<file path="src/pkg/i2c_rd_pkg.sv">
/*
 Shared constants and carrier types for the two-wire register read slave.
 Assumes a 100 MHz system clock sampling the serial pins.
*/
package i2c_rd_pkg;
   localparam logic [3:0] ADDR_PREFIX = 4'ha;
   localparam int CLK_PERIOD_NS = 10;
   localparam int FAST_SCL_HZ = 400000;
   localparam int STD_SCL_HZ = 100000;
   localparam logic [7:0] PTR_RESET = 8'h00;
   localparam logic [2:0] BIT_MSB = 3'h7;
   // Shortest fast-mode SCL low half, in cycles; sampling must beat it
   localparam int SCL_LOW_NS = 1300;
   localparam int SCL_LOW_CYC = SCL_LOW_NS / CLK_PERIOD_NS;

   typedef enum logic [2:0] {
      ST_IDLE = 3'h0,
      ST_ADDR = 3'h1,
      ST_AACK = 3'h3,
      ST_PTR = 3'h2,
      ST_PACK = 3'h6,
      ST_DATA = 3'h7,
      ST_MACK = 3'h5,
      ST_SKIP = 3'h4
   } phase_e;

   // Register file read port
   typedef struct packed {
      logic [7:0] addr;
   } rd_req_s;

   // Open-drain data pin drive
   typedef struct packed {
      logic sda_o;
      logic sda_oe_n;
   } sda_drv_s;
endpackage

</file>
<file path="src/hw/i2c_rd_slave.sv">
/*
 Two-wire slave read path: pointer load, repeated start, one data byte out.
 Assumes SCL and SDA come from pins and are synchronised here; the pad
 resolves the open-drain wire from sda_oe_n_o.
*/
`timescale 1ns/1ps
// Functional notes
// - Address is 1010 plus three pins
// - All bytes shift MSB first
// - Slave acks matching address byte
// - Pointer byte received and acknowledged
// - Pointer holds until reset or rewrite
// - Slave shifts out selected register byte
// - Slave never drives SCL
// - SDA changes only while SCL low
// - Works at 100 and 400 kHz
module i2c_rd_slave (
   input wire logic clk_i,
   input wire logic srst_i,
   input wire logic scl_i,
   input wire logic sda_i,
   input wire logic [2:0] addr_pin_i,
   input wire logic reg_we_i,
   input wire logic [7:0] reg_waddr_i,
   input wire logic [7:0] reg_wdata_i,
   output logic sda_o,
   output logic sda_oe_n_o,
   output logic [7:0] pointer_o
);
   typedef struct packed {
      logic [1:0] scl_sync;
      logic [1:0] sda_sync;
      logic scl_d;
      logic sda_d;
      logic [2:0] pins_meta;
      logic [2:0] pins;
      i2c_rd_pkg::phase_e phase;
      logic got8;
      logic [2:0] bitn;
      logic [7:0] shift;
      logic rw;
      logic [7:0] ptr;
      i2c_rd_pkg::sda_drv_s drv;
   } state_s;

   state_s s_reg;
   state_s s_next;
   logic [7:0] rdata;
   i2c_rd_pkg::rd_req_s req;

   // Address match on the received byte: four prefix bits and three pin bits
   function automatic logic addr_hit(input logic [7:0] b, input logic [2:0] p);
      addr_hit = (b[7:4] == i2c_rd_pkg::ADDR_PREFIX) && (b[3:1] == p);
   endfunction

   assign req.addr = s_reg.ptr;

   i2c_rd_regfile u_regs (
      .clk_i(clk_i),
      .we_i(reg_we_i),
      .waddr_i(reg_waddr_i),
      .wdata_i(reg_wdata_i),
      .req_i(req),
      .rdata_o(rdata)
   );

   // Edge and condition detection on synchronised pins
   logic scl_s;
   logic sda_s;
   logic scl_rise;
   logic scl_fall;
   logic start_c;
   logic stop_c;
   assign scl_s = s_reg.scl_sync[1];
   assign sda_s = s_reg.sda_sync[1];
   assign scl_rise = scl_s && !s_reg.scl_d;
   assign scl_fall = !scl_s && s_reg.scl_d;
   assign start_c = scl_s && s_reg.scl_d && s_reg.sda_d && !sda_s;
   assign stop_c = scl_s && s_reg.scl_d && !s_reg.sda_d && sda_s;

   // Protocol engine; samples on SCL rise, changes SDA on SCL fall
   always_comb
   begin
      s_next = s_reg;
      s_next.scl_sync = {s_reg.scl_sync[0], scl_i};
      s_next.sda_sync = {s_reg.sda_sync[0], sda_i};
      s_next.scl_d = scl_s;
      s_next.sda_d = sda_s;
      s_next.pins_meta = addr_pin_i; // Strap pins cross in through two flops
      s_next.pins = s_reg.pins_meta;
      if (start_c)
      begin
         s_next.phase = i2c_rd_pkg::ST_ADDR;
         s_next.got8 = 1'b0; // The SCL fall that ends a start carries no bit
         s_next.bitn = i2c_rd_pkg::BIT_MSB;
         s_next.drv.sda_oe_n = 1'b1;
      end
      else if (stop_c)
      begin
         s_next.phase = i2c_rd_pkg::ST_IDLE;
         s_next.drv.sda_oe_n = 1'b1;
      end
      else
      begin
         unique case (s_reg.phase)
            i2c_rd_pkg::ST_IDLE, i2c_rd_pkg::ST_SKIP:
            begin
               s_next.drv.sda_oe_n = 1'b1;
            end
            i2c_rd_pkg::ST_ADDR, i2c_rd_pkg::ST_PTR:
            begin
               if (scl_rise)
               begin
                  s_next.shift = {s_reg.shift[6:0], sda_s};
                  s_next.bitn = s_reg.bitn - 3'h1;
                  s_next.got8 = (s_reg.bitn == 3'h0);
               end
               // Judge the byte only after eight rises, never on a stale shift
               else if (scl_fall && s_reg.got8)
               begin
                  s_next.got8 = 1'b0;
                  if (s_reg.phase == i2c_rd_pkg::ST_PTR)
                  begin
                     s_next.ptr = s_reg.shift;
                     s_next.phase = i2c_rd_pkg::ST_PACK;
                     s_next.drv.sda_oe_n = 1'b0;
                  end
                  else if (addr_hit(s_reg.shift, s_reg.pins))
                  begin
                     s_next.rw = s_reg.shift[0];
                     s_next.phase = i2c_rd_pkg::ST_AACK;
                     s_next.drv.sda_oe_n = 1'b0;
                  end
                  else
                  begin
                     s_next.phase = i2c_rd_pkg::ST_SKIP;
                  end
               end
            end
            i2c_rd_pkg::ST_AACK, i2c_rd_pkg::ST_PACK:
            begin
               // Ack held across the full high phase; next fall frees it, or on a read drives rdata[7]
               if (scl_fall)
               begin
                  s_next.bitn = i2c_rd_pkg::BIT_MSB;
                  if (s_reg.phase == i2c_rd_pkg::ST_AACK && s_reg.rw)
                  begin
                     s_next.phase = i2c_rd_pkg::ST_DATA;
                     s_next.shift = {rdata[6:0], 1'b0};
                     s_next.drv.sda_oe_n = rdata[7];
                  end
                  else if (s_reg.phase == i2c_rd_pkg::ST_AACK)
                  begin
                     s_next.phase = i2c_rd_pkg::ST_PTR;
                     s_next.drv.sda_oe_n = 1'b1;
                  end
                  else
                  begin
                     s_next.phase = i2c_rd_pkg::ST_SKIP; // Writes of data not handled here
                     s_next.drv.sda_oe_n = 1'b1;
                  end
               end
            end
            i2c_rd_pkg::ST_DATA:
            begin
               if (scl_fall)
               begin
                  s_next.bitn = s_reg.bitn - 3'h1;
                  if (s_reg.bitn == 3'h0)
                  begin
                     s_next.phase = i2c_rd_pkg::ST_MACK;
                     s_next.drv.sda_oe_n = 1'b1;
                  end
                  else
                  begin
                     s_next.drv.sda_oe_n = s_reg.shift[7];
                     s_next.shift = {s_reg.shift[6:0], 1'b0};
                  end
               end
            end
            i2c_rd_pkg::ST_MACK:
            begin
               // Single byte per read; wait for stop or repeated start
               if (scl_rise)
               begin
                  s_next.phase = i2c_rd_pkg::ST_SKIP;
               end
            end
         endcase
      end
      if (srst_i)
      begin
         s_next.phase = i2c_rd_pkg::ST_IDLE;
         s_next.ptr = i2c_rd_pkg::PTR_RESET;
         s_next.drv.sda_oe_n = 1'b1;
         s_next.drv.sda_o = 1'b0;
         s_next.bitn = i2c_rd_pkg::BIT_MSB;
         s_next.shift = 8'h00;
         s_next.rw = 1'b0;
         s_next.got8 = 1'b0;
         s_next.scl_sync = 2'h3;
         s_next.sda_sync = 2'h3;
         s_next.scl_d = 1'b1;
         s_next.sda_d = 1'b1;
      end
   end

   // Single state register; all outputs come from it
   always_ff @(posedge clk_i)
   begin
      s_reg <= s_next;
   end

   // SDA is only ever pulled low; SCL has no driver at all
   assign sda_o = s_reg.drv.sda_o;
   assign sda_oe_n_o = s_reg.drv.sda_oe_n;
   assign pointer_o = s_reg.ptr;

   chk_ack_low_drive: assert property (@(posedge clk_i) disable iff (srst_i)
      (s_reg.phase == i2c_rd_pkg::ST_AACK) |-> !sda_oe_n_o)
      else $error("address ack not driven");
   chk_idle_release: assert property (@(posedge clk_i) disable iff (srst_i)
      (s_reg.phase inside {i2c_rd_pkg::ST_IDLE, i2c_rd_pkg::ST_SKIP}) |=> sda_oe_n_o)
      else $error("sda driven outside ack or data");
   chk_pointer_hold: assert property (@(posedge clk_i) disable iff (srst_i)
      (s_reg.phase != i2c_rd_pkg::ST_PTR) |=> $stable(pointer_o))
      else $error("pointer changed outside pointer phase");
   chk_sda_on_low: assert property (@(posedge clk_i) disable iff (srst_i)
      $changed(sda_oe_n_o) && !$past(start_c) && !$past(stop_c) |-> !s_reg.scl_d)
      else $error("sda moved while scl high");
   chk_miss_ignore: assert property (@(posedge clk_i) disable iff (srst_i)
      (s_reg.phase == i2c_rd_pkg::ST_SKIP) |-> sda_oe_n_o && $stable(pointer_o))
      else $error("unmatched address disturbed state");
   chk_ptr_ack: assert property (@(posedge clk_i) disable iff (srst_i)
      $rose(s_reg.phase == i2c_rd_pkg::ST_PACK) |-> !sda_oe_n_o && pointer_o == $past(s_reg.shift))
      else $error("pointer byte not loaded and acked");
   chk_data_msb: assert property (@(posedge clk_i) disable iff (srst_i)
      $rose(s_reg.phase == i2c_rd_pkg::ST_DATA) |-> sda_oe_n_o == $past(rdata[7]))
      else $error("first data bit not register msb");
   chk_master_ack: assert property (@(posedge clk_i) disable iff (srst_i)
      (s_reg.phase == i2c_rd_pkg::ST_MACK) |-> sda_oe_n_o)
      else $error("slave drove during master ack");
   chk_full_byte: assert property (@(posedge clk_i) disable iff (srst_i)
      $rose(s_reg.phase == i2c_rd_pkg::ST_AACK) |-> $past(s_reg.got8))
      else $error("address judged before eight bits");
endmodule

</file>
<file path="src/hw/i2c_rd_regfile.sv">
/*
 Small register memory: 256 bytes with registered read data.
 Assumes the write port is driven by the device's configuration logic.
*/
`timescale 1ns/1ps
module i2c_rd_regfile (
   input wire logic clk_i,
   input wire logic we_i,
   input wire logic [7:0] waddr_i,
   input wire logic [7:0] wdata_i,
   input wire i2c_rd_pkg::rd_req_s req_i,
   output logic [7:0] rdata_o
);
   logic [7:0] mem [0:255];

   // Read data from a flop keeps the path to the shifter short
   always_ff @(posedge clk_i)
   begin
      if (we_i)
      begin
         mem[waddr_i] <= wdata_i;
      end
      rdata_o <= mem[req_i.addr];
   end
endmodule

</file>
<file path="config.mk">
export PLATFORM = sky130hd
export DESIGN_NAME = i2c_rd_slave
export DESIGN_NICKNAME = d
export VERILOG_FILES = /design/src/pkg/i2c_rd_pkg.sv /design/src/hw/i2c_rd_slave.sv /design/src/hw/i2c_rd_regfile.sv
export SDC_FILE = /design/constraint.sdc
export NUM_CORES = 2
export LEC_CHECK = 0
export ABC_CLOCK_PERIOD_IN_PS = 7000
export BUFFER_PORTS_ARGS = -buffer_cell sky130_fd_sc_hd__buf_2
export CORE_AREA = 2 2 547 603
export CTS_BUF_LIST = sky130_fd_sc_hd__clkbuf_4 sky130_fd_sc_hd__clkbuf_8
export DETAILED_ROUTE_END_ITERATION = 8
export DIE_AREA = 0 0 549 605
export PLACE_DENSITY = 0.42
export SETUP_SLACK_MARGIN = 0.3
export SYNTH_ARGS = -nofsm -noshare
export SYNTH_HDL_FRONTEND = slang
export SYNTH_SLANG_ARGS = --single-unit
export TNS_END_PERCENT = 30
</file>
<file path="constraint.sdc">
create_clock -name clk_i -period 7 [get_ports clk_i]
set_input_delay 0.7 -clock clk_i [delete_from_list [all_inputs] [get_ports clk_i]]
set_output_delay 0.7 -clock clk_i [all_outputs]
set_load 0.01 [all_outputs]
</file>
## Yosys cells after proc, flatten, opt, wreduce, memory -nomap -nowiden

Memories as Yosys holds them, arrays and structs flattened. A register that Yosys moved wholly into a read port is not among the register bits.
Index checks and enable logic that the tools add are counted.

- Add/sub/neg operators: 1
- Equality and inequality tests: 25
- Multiplexer cells: 39
- Bitwise operators: 4
- Reduce and logical (&&, ||, !) cells: 34

Operators with widths:

| kind | count |
|---|---|
| 11-bit 2-to-1 mux | 3 |
| 11-bit case mux with 3 select lines | 1 |
| 3-bit 2-to-1 mux | 9 |
| 9-bit 2-to-1 mux | 3 |
| 8-bit 2-to-1 mux | 3 |
| 4-bit inequality test, second input constant | 6 |
| 21-bit 2-to-1 mux | 1 |
| 7-bit AND reduction | 3 |
| 2-bit inequality test, second input constant | 9 |
| 1-bit 2-to-1 mux | 15 |
| 3-bit equality test, second input constant | 4 |
| 3-bit case mux with 4 select lines | 1 |
| 6-bit AND reduction | 2 |
| 1-bit logical AND | 10 |
| 8-bit AND reduction | 1 |
| 4-bit nonzero test | 2 |
| 2-bit OR reduction | 4 |
| 3-bit by 2-bit equality test with 1-bit output, second input constant | 2 |
| 3-bit zero test | 2 |
| 6-bit nonzero test | 1 |
| 5-bit 2-to-1 mux | 1 |
| 5-bit AND reduction | 1 |
| 4-bit equality test, second input constant | 1 |
| 1-bit zero test | 4 |
| 11 further kinds | 14 |

- Flip-flop bits (word level): 37
- Memory bits (writable): 2,048
- Output and inout port bits: 10
- Word-level logic and storage cells: 118
- Memories: 1

Memories:

| name | depth | bits a word | read ports | clocked after memory_dff | wr ports | RTL line | text |
|---|---|---|---|---|---|---|---|
| u_regs.mem | 256 | 8 | 1 | 1 | 1 | i2c_rd_regfile.sv:14 | `logic [7:0] mem [0:255];` |

## Depth between registers and ports, before layout

- Depth in word-level cells: 9
- Gate-level depth with buffers: 12

## Cells and area by module

From an unflattened synthesis, not the netlist that was laid out.

- Cells, all modules: 3,928
- Area, all modules: 81,404.3 um2

By module, submodules not included:

| module | times used | cells each | area each (um2) | sequential area each (um2) |
|---|---|---|---|---|
| i2c_rd_regfile | 1 | 3,733 | 79,556.3 | 61,659.1 |
| i2c_rd_slave | 1 | 195 | 1,848.0 | 740.7 |

## Least setup slack after synthesis

Ideal clock, no wire load.

- Path kind: input -> register
- Start: in reg_waddr_i[3]
- End: mem u_regs.mem[235][0] (enable)
- Library setup time: 370 ps
- Data arrival time: 2,146 ps
- Setup slack: 4,484 ps
- Cell stages on the path: 6
- Cells stage by stage: clkbuf_1 > nor2b_1 > clkbuf_1 > nand4_1 > clkbuf_1 > nor2_1

RTL lines:

| element | RTL line | text |
|---|---|---|
| start, declared | i2c_rd_slave.sv:24 | `input wire logic [7:0] reg_waddr_i,` |
| end, declared | i2c_rd_regfile.sv:14 |  |

No word-level cell before the write port.

==> impl_metrics.py <==
metrics = {
    "synthesis": {
        "yosys.cell_types.count": 74,
        "synth.yosys.seq_area_share_pct": 76.85,
        "syn_nets": 4002,
        "avgSynthCellArea_sq_um": 20.42,
        "yosysWarnings": 0,
        "synth-seq-cells": 2093,
        "syn-instance-count": 3976,
        "synth_ff_type": "edfxtp_1",
        "async_flop_share_pct": 0,
        "synth_area_sq_um": 81200,
        "synth_edf_count": 2048,
    },
    "pwr": {
        "max-vdd-ir-drop_mv": 0.1333,
        "p_comb_share_pct": 1.4,
        "switching_power_w": 0.005284,
        "switching_share_pct": 21.41,
        "leakage_nw": 27.15,
        "clockPowerShare_pct": 42.7,
        "p_per_area_nw_per_um2": 265.6,
        "total_power_w": 0.02469,
        "intPower_w": 0.01940,
        "pwr-share-seq_pct": 55.9,
    },
    "sta": {
        "relSlewSlack_pct": 9.003,
        "fmax_mhz": 207.8,
        "period_needed_ps": 4813,
        "finClkSkew_ps": 81.56,
        "worst_pin_slew_ps": 1355,
        "rsz0062_at_grt": "false",
        "hold_violations": 0,
        "fin_ws_ps": 2187,
        "setup_viol": 0,
        "whs_ps": 173.1,
        "drv_slew": 0,
        "tns_ps": 0,
        "fin_crit_sh_pct": 68.76,
    },
    "flow_run": {
        "maxCapViolations": 0,
    },
    "hold_path": {
        "min_path_cells": 1,
        "hold_start": "reg_wdata_i[1]",
        "hold_end": "u_regs.mem[167][1]",
        "hold_class": "input pin to register",
    },
    "routing": {
        "drc": 0,
        "drt-wirelength-per-cell_microns": 26.80,
        "drt_iter0_drc": 3837,
        "vias": 40219,
        "viasPerCell": 4.578,
        "totalWireLength_microns": 235400,
        "first_pass_iters": 7,
        "ant_nets": 0,
    },
    "setup_path": {
        "required_ps": 7790,
        "worstSetupPathType": "register to register",
        "ff2ff_path_depth": 7,
        "cp-start-kind": "register",
        "r2r-start": "pointer_o[0]",
        "end_kind": "register",
        "path_max_fanout": 74,
        "rr_endpoint": "u_regs.rdata_o[2]",
        "arrival_ps": 5600,
        "ff2ff_setup_slack_ps": 2190,
    },
    "cells_and_area": {
        "num-fill-cells": 32254,
        "syn2layout_area_growth_pct": 14.46,
        "drive_gt1_share_pct": 25.11,
        "largest_register_ff_count": 2048,
        "num-nets-final": 4223,
        "fin_area_sq_um": 92940,
    },
    "grt": {
        "grt_max_degree": 187,
        "antenna_found_initial": 21,
        "grt_use_total_pct": 13.89,
        "grt_pass1_wl_microns": 330000,
        "grt_pass1_vias": 41890,
        "grt-ovfl-total": 0,
    },
    "die": {
        "die_x_microns": 549,
        "pin_count": 34,
        "core_area_sq_um": 325900,
        "rows": 220,
        "die_h_microns": 605,
        "start_util_pct": 24.91,
        "die_area_sq_um": 332100,
    },
    "clocking": {
        "clockRootBuffer": "clkbuf_8",
        "cts_sinks": 2093,
        "cts_tree": "built",
        "path_clk_slew_ps": 60,
        "clock_path_buffers": 4,
        "cts-buffers-inserted": 358,
        "cts_max_level": 5,
        "insertion_delay_ps": 970,
    },
    "place": {
        "dp_hpwl_microns": 138900,
        "dpl_cell_area_sq_um": 86270,
        "io_buffers": 32,
        "pre_cts_slack_ps": 2103,
        "gp_congestion": 0.7481,
    },
    "status": {
        "outcome": "finished, final reports clean",
    },
}
metal layers:
| layer | global-route usage (%) | vias up | share of wire (%) |
|---|---|---|---|
| li1 | - | 17028 | - |
| met5 | 0 | - | 0.030 |
| met4 | 3.754 | 10 | 2.4 |
| met3 | 2.464 | 370 | 5.0 |
| met2 | 22.86 | 1184 | 48 |
| met1 | 18.82 | 21627 | 44 |
power groups by stage:
stage,sequential (W),clock (W),combinational (W)
after floorplan,0.0141,0,0.0000579
after global placement,0.0141,0,0.000343
after global routing,0.0138,0.0114,0.000372
after CTS,0.0138,0.0109,0.000355
final,0.0138,0.0105,0.000341
after detailed placement,0.0141,0,0.000353
worst max-delay path, cell delays in order (launching register included):
cell and delay (ps):
dfxtp_4 920, buf_12 430, mux4_2 600, a22o_1 300, a2111oi_0 1040, o21ai_0 340
nor3_1 640, nor3_1 110
worst max path at each step:
| stage | end | cells after the start | slack [ps] | startpoint |
|---|---|---|---|---|
| 4_1_cts | u_regs.rdata_o[2] | 7 | 2060 | pointer_o[0] |
| 3_5_place_dp | u_regs.rdata_o[2] | 7 | 2100 | pointer_o[0] |
| 5_1_grt | u_regs.rdata_o[2] | 7 | 1960 | pointer_o[0] |
| 3_3_place_gp | u_regs.rdata_o[2] | 7 | 2020 | pointer_o[0] |
| 2_1_floorplan | u_regs.mem[235][0] | 6 | 4480 | reg_waddr_i[3] |
| 6_report | u_regs.rdata_o[2] | 7 | 2190 | pointer_o[0] |
through the flow:
step / utilization, % / std cells
detailed placement: 26.47 / 8161
finish: 28.52 / 8785
global placement: 26.47 / 8161
CTS: 28.51 / 8782
floorplan: - / 3976
global route: 28.52 / 8784
synthesized netlist by cell type (3+ instances only):
| master | instances | share of area [%] |
|---|---|---|
| edfxtp_1 | 2048 | 76 |
| mux4_2 | 421 | 12 |
| nor2_1 | 308 | 1.4 |
| mux2i_1 | 172 | 2.1 |
| a22oi_1 | 116 | 1.1 |
| clkbuf_1 | 111 | 0.51 |
| a21oi_1 | 103 | 0.63 |
| buf_2 | 65 | 0.40 |
| nand2_1 | 58 | 0.27 |
| o221ai_1 | 48 | 0.52 |
| dfxtp_1 | 45 | 1.1 |
| o21ai_0 | 44 | 0.27 |
| a22o_1 | 40 | 0.43 |
| buf_6 | 36 | 0.50 |
| o22ai_1 | 36 | 0.28 |
| nand3_1 | 34 | 0.21 |
| a221oi_1 | 33 | 0.36 |
| buf_4 | 32 | 0.30 |
| nor3_1 | 23 | 0.14 |
| nor2b_1 | 22 | 0.17 |
| mux2_2 | 18 | 0.25 |
| buf_1 | 12 | 0.055 |
| nand2b_1 | 11 | 0.085 |
| nand4_1 | 11 | 0.085 |
| inv_1 | 9 | 0.042 |
| nor4_1 | 9 | 0.069 |
| a211oi_1 | 8 | 0.074 |
| o32ai_1 | 8 | 0.086 |
| or2_2 | 8 | 0.062 |
| a2111oi_0 | 7 | 0.076 |
| a311oi_1 | 7 | 0.076 |
| a31oi_1 | 5 | 0.039 |
| mux4_1 | 5 | 0.16 |
| and3_1 | 4 | 0.031 |
| xnor2_1 | 4 | 0.043 |
| a21o_1 | 3 | 0.028 |
| and2_1 | 3 | 0.023 |
| or3_1 | 3 | 0.023 |
| or4_1 | 3 | 0.028 |
cells by family after synthesis:
logic type      count (synthesis)  share of synthesized area (%)
fa+ha+maj                       2                        0.03081
simple gates                  511                          2.774
xor+xnor                        5                        0.05393
buf+inv                       269                          1.892
compound gates                479                          4.184
other cells                     1                       0.004618
mux                           616                          14.21
flops                        2093                          76.85
cell usage in the layout (no fill, tap or decap), types with 7 or more instances in the layout:
master / synthesis / routed
a21oi_1: 103 / 103
nand4_1: 11 / 11
buf_12: 2 / 15
a221oi_1: 33 / 33
nand2b_1: 11 / 10
o32ai_1: 8 / 8
buf_8: 2 / 8
nand3_1: 34 / 28
edfxtp_1: 2048 / 2048
mux4_2: 421 / 421
a2111oi_0: 7 / 7
nor2_1: 308 / 305
buf_4: 32 / 69
buf_2: 65 / 24
nor2b_1: 22 / 19
mux2_2: 18 / 18
o21ai_0: 44 / 44
nand2_1: 58 / 58
or2_2: 8 / 8
a22oi_1: 116 / 116
o22ai_1: 36 / 36
dfxtp_1: 45 / 40
clkbuf_8: 0 / 363
nor4_1: 9 / 9
clkbuf_4: 0 / 111
clkinvlp_4: 0 / 7
mux2i_1: 172 / 172
clkinv_2: 0 / 32
a22o_1: 40 / 40
a211oi_1: 8 / 8
a311oi_1: 7 / 7
inv_1: 9 / 9
o221ai_1: 48 / 48
clkinv_1: 0 / 90
nor3_1: 23 / 23
area by class of cell:
| type | count | area, sq um | area share (%) |
|---|---|---|---|
| Timing Repair Buffer | 121 | 1109 | 1.193 |
| Multi-Input combinational cell | 1614 | 17350 | 18.66 |
| Inverter | 9 | 33.78 | 0.03635 |
| Clock inverter | 142 | 780.7 | 0.8401 |
| Tap cell | 4329 | 5416 | 5.828 |
| Sequential cell | 2093 | 62420 | 67.16 |
| Clock buffer | 474 | 5829 | 6.272 |
| Antenna cell | 3 | 7.507 | 0.008078 |
what timing repair did:
item                                   in CTS  in global routing
gates resized for setup                     0                  0
buffers inserted                            0                  0
endpoints found under the hold margin       5                  0
hold buffers                                5                  0
No activity file was read; power rests on OpenSTA's default activity.
